===== config.mk =====
export PLATFORM = sky130hd
export DESIGN_NAME = byte_op_and_branch_exec
export DESIGN_NICKNAME = d
export VERILOG_FILES = /design/src/rtl/core_exec_pkg.sv /design/src/rtl/exec_alu.sv /design/src/rtl/byte_op_and_branch_exec.sv
export SDC_FILE = /design/constraint.sdc
export NUM_CORES = 2
export LEC_CHECK = 0
export BUFFER_PORTS_ARGS = -buffer_cell sky130_fd_sc_hd__buf_2
export CAP_MARGIN = 25
export CORE_MARGIN = 2
export CORE_UTILIZATION = 42
export CTS_CLUSTER_SIZE = 20
export DETAILED_ROUTE_END_ITERATION = 8
export SETUP_SLACK_MARGIN = 0.2
export SLEW_MARGIN = 20
export SYNTH_ARGS = -nofsm -noshare
export SYNTH_HDL_FRONTEND = slang
export SYNTH_HIERARCHICAL = 1
export SYNTH_SLANG_ARGS = --single-unit

===== constraint.sdc =====
create_clock -name clk_sys_i -period 5.49 [get_ports clk_sys_i]
set_input_delay 0.549 -clock clk_sys_i [delete_from_list [all_inputs] [get_ports clk_sys_i]]
set_output_delay 0.549 -clock clk_sys_i [all_outputs]
set_load 0.1 [all_outputs]

===== src/rtl/core_exec_pkg.sv =====
/*
  Shared constants and types for the byte-operation and branch executor.
  Assumes a 14-bit instruction word and an 8-bit data path.
*/
package core_exec_pkg;
  localparam int DATA_W    = 8;
  localparam int PC_W      = 13;
  localparam int INSTR_W   = 14;
  localparam int FADDR_W   = 7;
  localparam int BUS_AW    = 8;
  localparam int BUS_DW    = 16;
  localparam int BR_LIT_W  = 11;

  // Opcode fields
  localparam logic [5:0] OPC_INC_SKIP = 6'h0F;
  localparam logic [5:0] OPC_INC      = 6'h0A;
  localparam logic [5:0] OPC_OR_REG   = 6'h04;
  localparam logic [5:0] OPC_MOVE     = 6'h08;
  localparam logic [5:0] OPC_OR_LIT   = 6'h38;
  localparam logic [2:0] OPC_BRANCH   = 3'h5;

  // Instruction and latch field positions
  localparam int DEST_BIT     = 7;
  localparam int LATCH_HI_BIT = 4;
  localparam int LATCH_LO_BIT = 3;

  // Register map
  localparam logic [BUS_AW-1:0] ADR_ACCUM  = 8'h00;
  localparam logic [BUS_AW-1:0] ADR_STATUS = 8'h01;
  localparam logic [BUS_AW-1:0] ADR_PC     = 8'h02;
  localparam logic [BUS_AW-1:0] ADR_LATCH  = 8'h03;
  localparam int                FILE_SEL_BIT = 7;
  localparam int                STAT_ZERO_BIT  = 0;
  localparam int                STAT_FLUSH_BIT = 1;

  // Reset values and program counter step
  localparam logic [PC_W-1:0]   PC_RST    = 13'h0000;
  localparam logic [DATA_W-1:0] ACCUM_RST = 8'h00;
  localparam logic [DATA_W-1:0] LATCH_RST = 8'h00;
  localparam logic              ZERO_RST  = 1'b0;
  localparam logic [PC_W-1:0]   PC_STEP   = 13'h0001;

  typedef enum logic [2:0] {
    OP_NOP       = 3'b000,
    OP_INC_SKIP  = 3'b001,
    OP_INC       = 3'b010,
    OP_OR_REG    = 3'b011,
    OP_MOVE      = 3'b100,
    OP_OR_LIT    = 3'b101,
    OP_BRANCH    = 3'b110
  } op_type;

  typedef enum logic {
    ST_EXEC  = 1'b0,
    ST_FLUSH = 1'b1
  } state_type;
endpackage


===== src/rtl/exec_alu.sv =====
/*
  Combinational result path for the executor.
  Assumes operands are stable for the cycle; no state inside.
*/
`timescale 1ns/10ps
module exec_alu (
  input  wire core_exec_pkg::op_type                  op_i,
  input  wire logic [core_exec_pkg::DATA_W-1:0]       accum_i,
  input  wire logic [core_exec_pkg::DATA_W-1:0]       file_i,
  input  wire logic [core_exec_pkg::DATA_W-1:0]       lit_i,
  output logic      [core_exec_pkg::DATA_W-1:0]       result_o,
  output logic                                        zero_o
);
  always_comb begin
    case (op_i)
      core_exec_pkg::OP_INC_SKIP,
      core_exec_pkg::OP_INC:    result_o = file_i + 8'h01;
      core_exec_pkg::OP_OR_REG: result_o = accum_i | file_i;
      core_exec_pkg::OP_MOVE:   result_o = file_i;
      core_exec_pkg::OP_OR_LIT: result_o = accum_i | lit_i;
      default:                  result_o = accum_i;
    endcase
    zero_o = (result_o == 8'h00);
  end
endmodule


===== src/rtl/byte_op_and_branch_exec.sv =====
/*
  Executor for increment, OR, move, branch and no-operation instructions,
  with its own 128-entry file register array and a plain register port.
  Assumes instructions arrive on the system clock, one per ready cycle.
*/
// Summary of operation
// - 7-bit address; dest bit picks accumulator or file
// - Increment-skip adds one, flags untouched
// - Zero result discards next instruction, two cycles
// - Branch loads literal, upper bits from latch
// - Branch takes two cycles, flags untouched
// - OR literal into accumulator, zero flag updated
// - Increment to chosen destination, zero flag updated
// - OR accumulator with file, zero flag updated
// - Move file to destination, zero flag updated
`timescale 1ns/10ps
module byte_op_and_branch_exec (
  input  wire logic                                    clk_sys_i,
  input  wire logic                                    rst_i,
  input  wire logic [core_exec_pkg::INSTR_W-1:0]       instr_i,
  input  wire logic                                    instr_valid_i,
  output logic                                         instr_ready_o,
  output logic      [core_exec_pkg::PC_W-1:0]          pc_o,
  output logic      [core_exec_pkg::DATA_W-1:0]        accum_o,
  output logic                                         zero_o,
  input  wire logic [core_exec_pkg::BUS_AW-1:0]        addr_i,
  input  wire logic [core_exec_pkg::BUS_DW-1:0]        wr_data_i,
  input  wire logic                                    wr_i,
  input  wire logic                                    rd_i,
  output logic      [core_exec_pkg::BUS_DW-1:0]        rd_data_o
);
  localparam int DW = core_exec_pkg::DATA_W;

  core_exec_pkg::state_type          state_reg;
  core_exec_pkg::op_type             op;
  logic                              ready_reg;
  logic [core_exec_pkg::PC_W-1:0]    pc_reg;
  logic [DW-1:0]                     accum_reg;
  logic                              zero_reg;
  logic [DW-1:0]                     latch_reg;
  logic [DW-1:0]                     file_mem [0:(1<<core_exec_pkg::FADDR_W)-1];
  logic [core_exec_pkg::BUS_DW-1:0]  rd_data_reg;
  logic                              skip_reg;
  logic [DW-1:0]                     alu_res;
  logic                              alu_zero;
  logic                              fire;
  logic                              dest_file;
  logic [core_exec_pkg::FADDR_W-1:0] faddr;
  logic                              byte_op;
  logic                              sets_zero;
  logic                              take_skip;
  logic                              bus_file;

  ////////////////////////////////////////////////////////////////////////////
  // Decode
  // Ready gates the take, so nothing slips in on the edge right after reset
  assign fire      = instr_valid_i && ready_reg && (state_reg == core_exec_pkg::ST_EXEC);
  assign faddr     = instr_i[core_exec_pkg::FADDR_W-1:0];
  assign dest_file = instr_i[core_exec_pkg::DEST_BIT];
  assign bus_file  = addr_i[core_exec_pkg::FILE_SEL_BIT];

  always_comb begin
    // Unlisted encodings fall back to no-operation
    if (instr_i[13:11] == core_exec_pkg::OPC_BRANCH) begin
      op = core_exec_pkg::OP_BRANCH;
    end else begin
      case (instr_i[13:8])
        core_exec_pkg::OPC_INC_SKIP: op = core_exec_pkg::OP_INC_SKIP;
        core_exec_pkg::OPC_INC:      op = core_exec_pkg::OP_INC;
        core_exec_pkg::OPC_OR_REG:   op = core_exec_pkg::OP_OR_REG;
        core_exec_pkg::OPC_MOVE:     op = core_exec_pkg::OP_MOVE;
        core_exec_pkg::OPC_OR_LIT:   op = core_exec_pkg::OP_OR_LIT;
        default:                     op = core_exec_pkg::OP_NOP;
      endcase
    end
  end

  assign byte_op   = (op == core_exec_pkg::OP_INC_SKIP) || (op == core_exec_pkg::OP_INC) ||
                     (op == core_exec_pkg::OP_OR_REG) || (op == core_exec_pkg::OP_MOVE);
  assign sets_zero = (op == core_exec_pkg::OP_INC) || (op == core_exec_pkg::OP_OR_REG) ||
                     (op == core_exec_pkg::OP_MOVE) || (op == core_exec_pkg::OP_OR_LIT);
  assign take_skip = (op == core_exec_pkg::OP_INC_SKIP) && alu_zero;

  exec_alu u_alu (
    .op_i     (op),
    .accum_i  (accum_reg),
    .file_i   (file_mem[faddr]),
    .lit_i    (instr_i[DW-1:0]),
    .result_o (alu_res),
    .zero_o   (alu_zero)
  );

  ////////////////////////////////////////////////////////////////////////////
  // Sequencing: skip and branch spend a second, flushed cycle
  always_ff @(posedge clk_sys_i or posedge rst_i) begin
    if (rst_i) begin
      state_reg <= core_exec_pkg::ST_EXEC;
      ready_reg <= 1'b0;
      skip_reg  <= 1'b0;
    end else begin
      ready_reg <= 1'b1;
      if (fire && (take_skip || op == core_exec_pkg::OP_BRANCH)) begin
        state_reg <= core_exec_pkg::ST_FLUSH;
        ready_reg <= 1'b0;
        skip_reg  <= take_skip;
      end else begin
        state_reg <= core_exec_pkg::ST_EXEC;
        skip_reg  <= 1'b0;
      end
    end
  end

  ////////////////////////////////////////////////////////////////////////////
  // Program counter; execution wins over a software write
  always_ff @(posedge clk_sys_i or posedge rst_i) begin
    if (rst_i) begin
      pc_reg <= core_exec_pkg::PC_RST;
    end else if (fire && op == core_exec_pkg::OP_BRANCH) begin
      pc_reg <= {latch_reg[core_exec_pkg::LATCH_HI_BIT:core_exec_pkg::LATCH_LO_BIT],
                 instr_i[core_exec_pkg::BR_LIT_W-1:0]};
    end else if (fire || skip_reg) begin
      pc_reg <= pc_reg + core_exec_pkg::PC_STEP;
    end else if (wr_i && !bus_file && addr_i == core_exec_pkg::ADR_PC) begin
      pc_reg <= wr_data_i[core_exec_pkg::PC_W-1:0];
    end
  end

  ////////////////////////////////////////////////////////////////////////////
  // Accumulator
  always_ff @(posedge clk_sys_i or posedge rst_i) begin
    if (rst_i) begin
      accum_reg <= core_exec_pkg::ACCUM_RST;
    end else if (fire && ((byte_op && !dest_file) || op == core_exec_pkg::OP_OR_LIT)) begin
      accum_reg <= alu_res;
    end else if (wr_i && !bus_file && addr_i == core_exec_pkg::ADR_ACCUM) begin
      accum_reg <= wr_data_i[DW-1:0];
    end
  end

  ////////////////////////////////////////////////////////////////////////////
  // Zero flag; increment-skip, branch and no-operation leave it alone
  always_ff @(posedge clk_sys_i or posedge rst_i) begin
    if (rst_i) begin
      zero_reg <= core_exec_pkg::ZERO_RST;
    end else if (fire && sets_zero) begin
      zero_reg <= alu_zero;
    end else if (wr_i && !bus_file && addr_i == core_exec_pkg::ADR_STATUS) begin
      zero_reg <= wr_data_i[core_exec_pkg::STAT_ZERO_BIT];
    end
  end

  ////////////////////////////////////////////////////////////////////////////
  // Upper program counter latch, software only
  always_ff @(posedge clk_sys_i or posedge rst_i) begin
    if (rst_i) begin
      latch_reg <= core_exec_pkg::LATCH_RST;
    end else if (wr_i && !bus_file && addr_i == core_exec_pkg::ADR_LATCH) begin
      latch_reg <= wr_data_i[DW-1:0];
    end
  end

  ////////////////////////////////////////////////////////////////////////////
  // File registers; no reset, contents undefined until written
  always_ff @(posedge clk_sys_i) begin
    if (fire && byte_op && dest_file) begin
      file_mem[faddr] <= alu_res;
    end else if (wr_i && bus_file) begin
      file_mem[addr_i[core_exec_pkg::FADDR_W-1:0]] <= wr_data_i[DW-1:0];
    end
  end

  ////////////////////////////////////////////////////////////////////////////
  // Read port, data valid one cycle after the strobe
  always_ff @(posedge clk_sys_i or posedge rst_i) begin
    if (rst_i) begin
      rd_data_reg <= 16'h0000;
    end else if (rd_i) begin
      if (bus_file) begin
        rd_data_reg <= {8'h00, file_mem[addr_i[core_exec_pkg::FADDR_W-1:0]]};
      end else begin
        case (addr_i)
          core_exec_pkg::ADR_ACCUM:  rd_data_reg <= {8'h00, accum_reg};
          core_exec_pkg::ADR_STATUS: rd_data_reg <= {14'h0000,
                                                     state_reg == core_exec_pkg::ST_FLUSH,
                                                     zero_reg};
          core_exec_pkg::ADR_PC:     rd_data_reg <= {3'h0, pc_reg};
          core_exec_pkg::ADR_LATCH:  rd_data_reg <= {8'h00, latch_reg};
          default:                   rd_data_reg <= 16'h0000;
        endcase
      end
    end else begin
      rd_data_reg <= 16'h0000;
    end
  end

  assign instr_ready_o = ready_reg;
  assign pc_o          = pc_reg;
  assign accum_o       = accum_reg;
  assign zero_o        = zero_reg;
  assign rd_data_o     = rd_data_reg;

  ////////////////////////////////////////////////////////////////////////////
  // Checks
  property p_dest_accum;
    @(posedge clk_sys_i) disable iff (rst_i)
    fire && byte_op && !dest_file |=> accum_reg == $past(alu_res);
  endproperty
  a_dest_accum: assert property (p_dest_accum) else $error("accumulator destination");

  property p_skip_flags;
    @(posedge clk_sys_i) disable iff (rst_i)
    fire && op == core_exec_pkg::OP_INC_SKIP && !wr_i |=> $stable(zero_reg);
  endproperty
  a_skip_flags: assert property (p_skip_flags) else $error("skip changed zero flag");

  property p_skip_two;
    @(posedge clk_sys_i) disable iff (rst_i)
    fire && take_skip |=> !instr_ready_o ##1 instr_ready_o && pc_reg == $past(pc_reg, 2) + 13'h0002;
  endproperty
  a_skip_two: assert property (p_skip_two) else $error("skip not two cycles");

  property p_noskip;
    @(posedge clk_sys_i) disable iff (rst_i)
    fire && op == core_exec_pkg::OP_INC_SKIP && !alu_zero |=> instr_ready_o;
  endproperty
  a_noskip: assert property (p_noskip) else $error("skip taken on nonzero");

  property p_branch_pc;
    @(posedge clk_sys_i) disable iff (rst_i)
    fire && op == core_exec_pkg::OP_BRANCH |=>
      pc_reg == {$past(latch_reg[4:3]), $past(instr_i[10:0])};
  endproperty
  a_branch_pc: assert property (p_branch_pc) else $error("branch target wrong");

  property p_branch_two;
    @(posedge clk_sys_i) disable iff (rst_i)
    fire && op == core_exec_pkg::OP_BRANCH && !wr_i |=>
      $stable(zero_reg) && !instr_ready_o ##1 instr_ready_o;
  endproperty
  a_branch_two: assert property (p_branch_two) else $error("branch timing or flag");

  property p_or_lit;
    @(posedge clk_sys_i) disable iff (rst_i)
    fire && op == core_exec_pkg::OP_OR_LIT |=>
      accum_reg == ($past(accum_reg) | $past(instr_i[7:0]));
  endproperty
  a_or_lit: assert property (p_or_lit) else $error("or literal result");

  property p_zero_flag;
    @(posedge clk_sys_i) disable iff (rst_i)
    fire && sets_zero |=> zero_reg == ($past(alu_res) == 8'h00);
  endproperty
  a_zero_flag: assert property (p_zero_flag) else $error("zero flag mismatch");

  property p_nop;
    @(posedge clk_sys_i) disable iff (rst_i)
    fire && op == core_exec_pkg::OP_NOP && !wr_i |=>
      $stable(accum_reg) && $stable(zero_reg) && instr_ready_o &&
      pc_reg == $past(pc_reg) + 13'h0001;
  endproperty
  a_nop: assert property (p_nop) else $error("no-operation side effect");
endmodule


==> results.json <==
{
  "synth_flop_cell": "edfxtp_1",
  "max_clock_freq_mhz": 213,
  "yosysSeqAreaShare": 0.619,
  "wire_per_inst_um": 34.0,
  "hpwl_um": 106000,
  "ant_nets": 0,
  "post-place-cells": 4404,
  "dpl_cell_area_um2": 54900,
  "synth_area_leaders": "edfxtp_1 (60%), mux4_2 (25%), dfrtp_1 (2.2%), mux2i_1 (1.8%), nor2_1 (1.4%)",
  "initial_utilization": 0.423,
  "synth_top_cell_by_area": "edfxtp_1",
  "crit_type": "in2reg",
  "grt_antenna_before_repair": 5,
  "area_growth_pct": 13.9,
  "endpoint_kind": "flop",
  "cts.clk_slew.worst_paths_ns": 0.06,
  "regMostFlops": "file_mem",
  "dr.first_iter.drc_count": 4442,
  "cts_sinks": 1070,
  "cts_buffers": 113,
  "nets": 2942,
  "synth_area_um2": 51600,
  "slowest_delay_ns": 0.59,
  "routed_wl_um": 157000,
  "clock_latency_ns": 0.74,
  "path_max_fanout": 72,
  "min_path_type": "in2async",
  "avgSynthCellArea_um2": 19.0,
  "synth_top_area_share": 0.596,
  "cts_tree": "yes",
  "r2r-start": "file_mem[75][0]",
  "path_delay_family": "multiplexers",
  "mostFrequentLayoutCells": "edfxtp_1 (1024), mux4_2 (583), nor2_1 (191)",
  "rrSetupSlack_ns": 0.86,
  "p_leak_nw": 18.9,
  "post_cts_resized": 0,
  "reg2reg_depth": 13,
  "cp_cell_sequence": "buf_8, buf_12, buf_12, mux4_2, mux4_2, mux2_2, o22ai_1, a221oi_1, xnor2_1, a211oi_1, nor2_1, o21ai_0, buf_4, mux2_4, buf_4",
  "rows": 128,
  "die_y_um": 354,
  "r2r_end": "file_mem[53][2]",
  "fillCellCount": 9878,
  "timing.final.hold_violations": 46,
  "route.detailed.drc": 0,
  "ys_types": 73,
  "htreeDepth": 3,
  "fin_crit_ns": 4.70,
  "worst_pin_slew_ns": 1.11,
  "grt_pass1_wl_um": 223000,
  "gp_congestion": 0.977,
  "worstSetupStartpoint": "instr_i[0]",
  "critPathBufInv": 5,
  "coreArea_um2": 122000,
  "drtPass1Iterations": 7,
  "die_area_um2": 126000,
  "grt_max_degree": 129,
  "final_cell_area_um2": 58800,
  "setup_violations": 0,
  "yosysWarnings": 6,
  "ys_ff_latch": 1070,
  "cts.path.max_buffers": 3,
  "whs_ns": -0.0594,
  "die_w_um": 354,
  "viasPerCell": 6.44,
  "largest_register_ffs": 1024,
  "min_period_over_period": 0.855,
  "maxSlewViolCount": 0,
  "globalRoute.totalOverflow": 0,
  "required_ns": 5.89,
  "synth-edff-count": 1024,
  "track_usage": 0.250,
  "final_common_cell": "edfxtp_1",
  "postSynthCellCount": 2713,
  "cts-root-buf": "clkbuf_16",
  "worstSetupStartpointType": "input pin",
  "vias": 29800,
  "grt_pass1_vias": 29900,
  "ios": 82,
  "cap_violations": 0,
  "post_cts_buffers": 0,
  "p_per_area_nw_per_um2": 346,
  "arrival_ns": 5.10,
  "fin_tns_setup_ns": 0,
  "critPathSlowestCell": "buf_4",
  "failed_checks": "negative hold slack",
  "numPortBuffers": 75,
  "async_reset_ff_frac": 0.0430,
  "peakVddDrop_uv": 303,
  "outcome": "finished, violations left",
  "maxSlewHeadroom": 0.260,
  "finalNonFillerCells": 4621,
  "postCtsHoldBufs": 0,
  "rsz0062_at_grt": "no",
  "drive_gt1_frac": 0.371,
  "skew_ns": 0.0397
}
-- area by class of cell --
cell class              instances  area (um2)  area share
repair buffers                274        2320      0.0394
flip-flops and latches       1070       31900       0.543
clock inverters                66         791      0.0135
diodes                          1        2.50   0.0000426
clock buffers                 147        3040      0.0517
inverters                      23        87.6     0.00149
well taps                    1625        2030      0.0346
multi-input cells            1415       18600       0.316
-- layer usage --
| layer | up-vias | track usage | wire length, um |
|---|---|---|---|
| li1 | 11900 | - | - |
| met4 | 8 | 0.0986 | 6380 |
| met2 | 1509 | 0.388 | 73400 |
| met5 | - | 0 | 61 |
| met3 | 297 | 0.0558 | 14500 |
| met1 | 16000 | 0.345 | 62500 |
-- report_power, final --
part           switching (mW)  internal, mW
clock network            3.30          4.58
logic                    1.98         0.854
registers               0.106          9.53
-- worst max path at each step --
stage | to | slack (ns) | cells past startpoint
6_report | file_mem[53][2] | 0.79 | 15
2_1_floorplan | file_mem[0][2] | 0.50 | 14
5_1_grt | file_mem[49][2] | 0.66 | 15
3_5_place_dp | file_mem[52][2] | 0.16 | 15
4_1_cts | file_mem[48][2] | 0.90 | 15
3_3_place_gp | file_mem[52][2] | 0.23 | 15
-- cell families (layout without fill, tap and decap cells) --
family                     count (synthesis)  in the layout  share of synthesized area
AOI/OAI and AO/OA                        247            247                     0.0329
and+or+nand+nor                          414            414                     0.0371
other                                      1              4                  0.0000727
DFF                                     1070           1070                      0.619
adders and majority gates                  3              3                   0.000679
xor gates and xnor gates                  16             16                    0.00272
buffers and inverters                    230            510                     0.0230
muxes                                    732            732                      0.285
-- Yosys cell counts, types with 4 or more instances --
cell and number:
nor2_1 193, nor3_1 25, o31ai_1 4, mux2i_1 95, buf_4 33, o22ai_1 23
a31oi_1 9, nand2_1 75, and3_1 8, buf_2 75, mux4_2 583, a211o_1 4
a22o_1 8, clkbuf_1 69, a22oi_1 5, o21ai_0 38, buf_1 16, dfrtp_1 46
inv_1 23, a21o_1 4, xnor2_1 7, nor4_1 7, a221oi_1 23, nand4_1 6
o21a_1 6, a32oi_1 6, edfxtp_1 1024, a221o_1 4, mux2_2 53, xor2_1 9
a211oi_1 37, nor3b_1 4, nand2b_1 15, nand3_1 27, and2_1 9, a21oi_1 50
buf_6 14, nor2b_1 23
-- metrics by stage --
step	worst slack, ns	utilization	hold slack (ns)	total power, mW
global placement	0.227	0.450	0.486	12.5
detailed placement	0.155	0.450	0.495	12.6
CTS	0.904	0.482	0.0528	20.4
finish	0.795	0.482	-0.0594	20.4
global route	0.659	0.482	0.0163	20.9
floorplan	0.500	-	0.475	11.5
No activity file was read; power rests on OpenSTA's default activity.
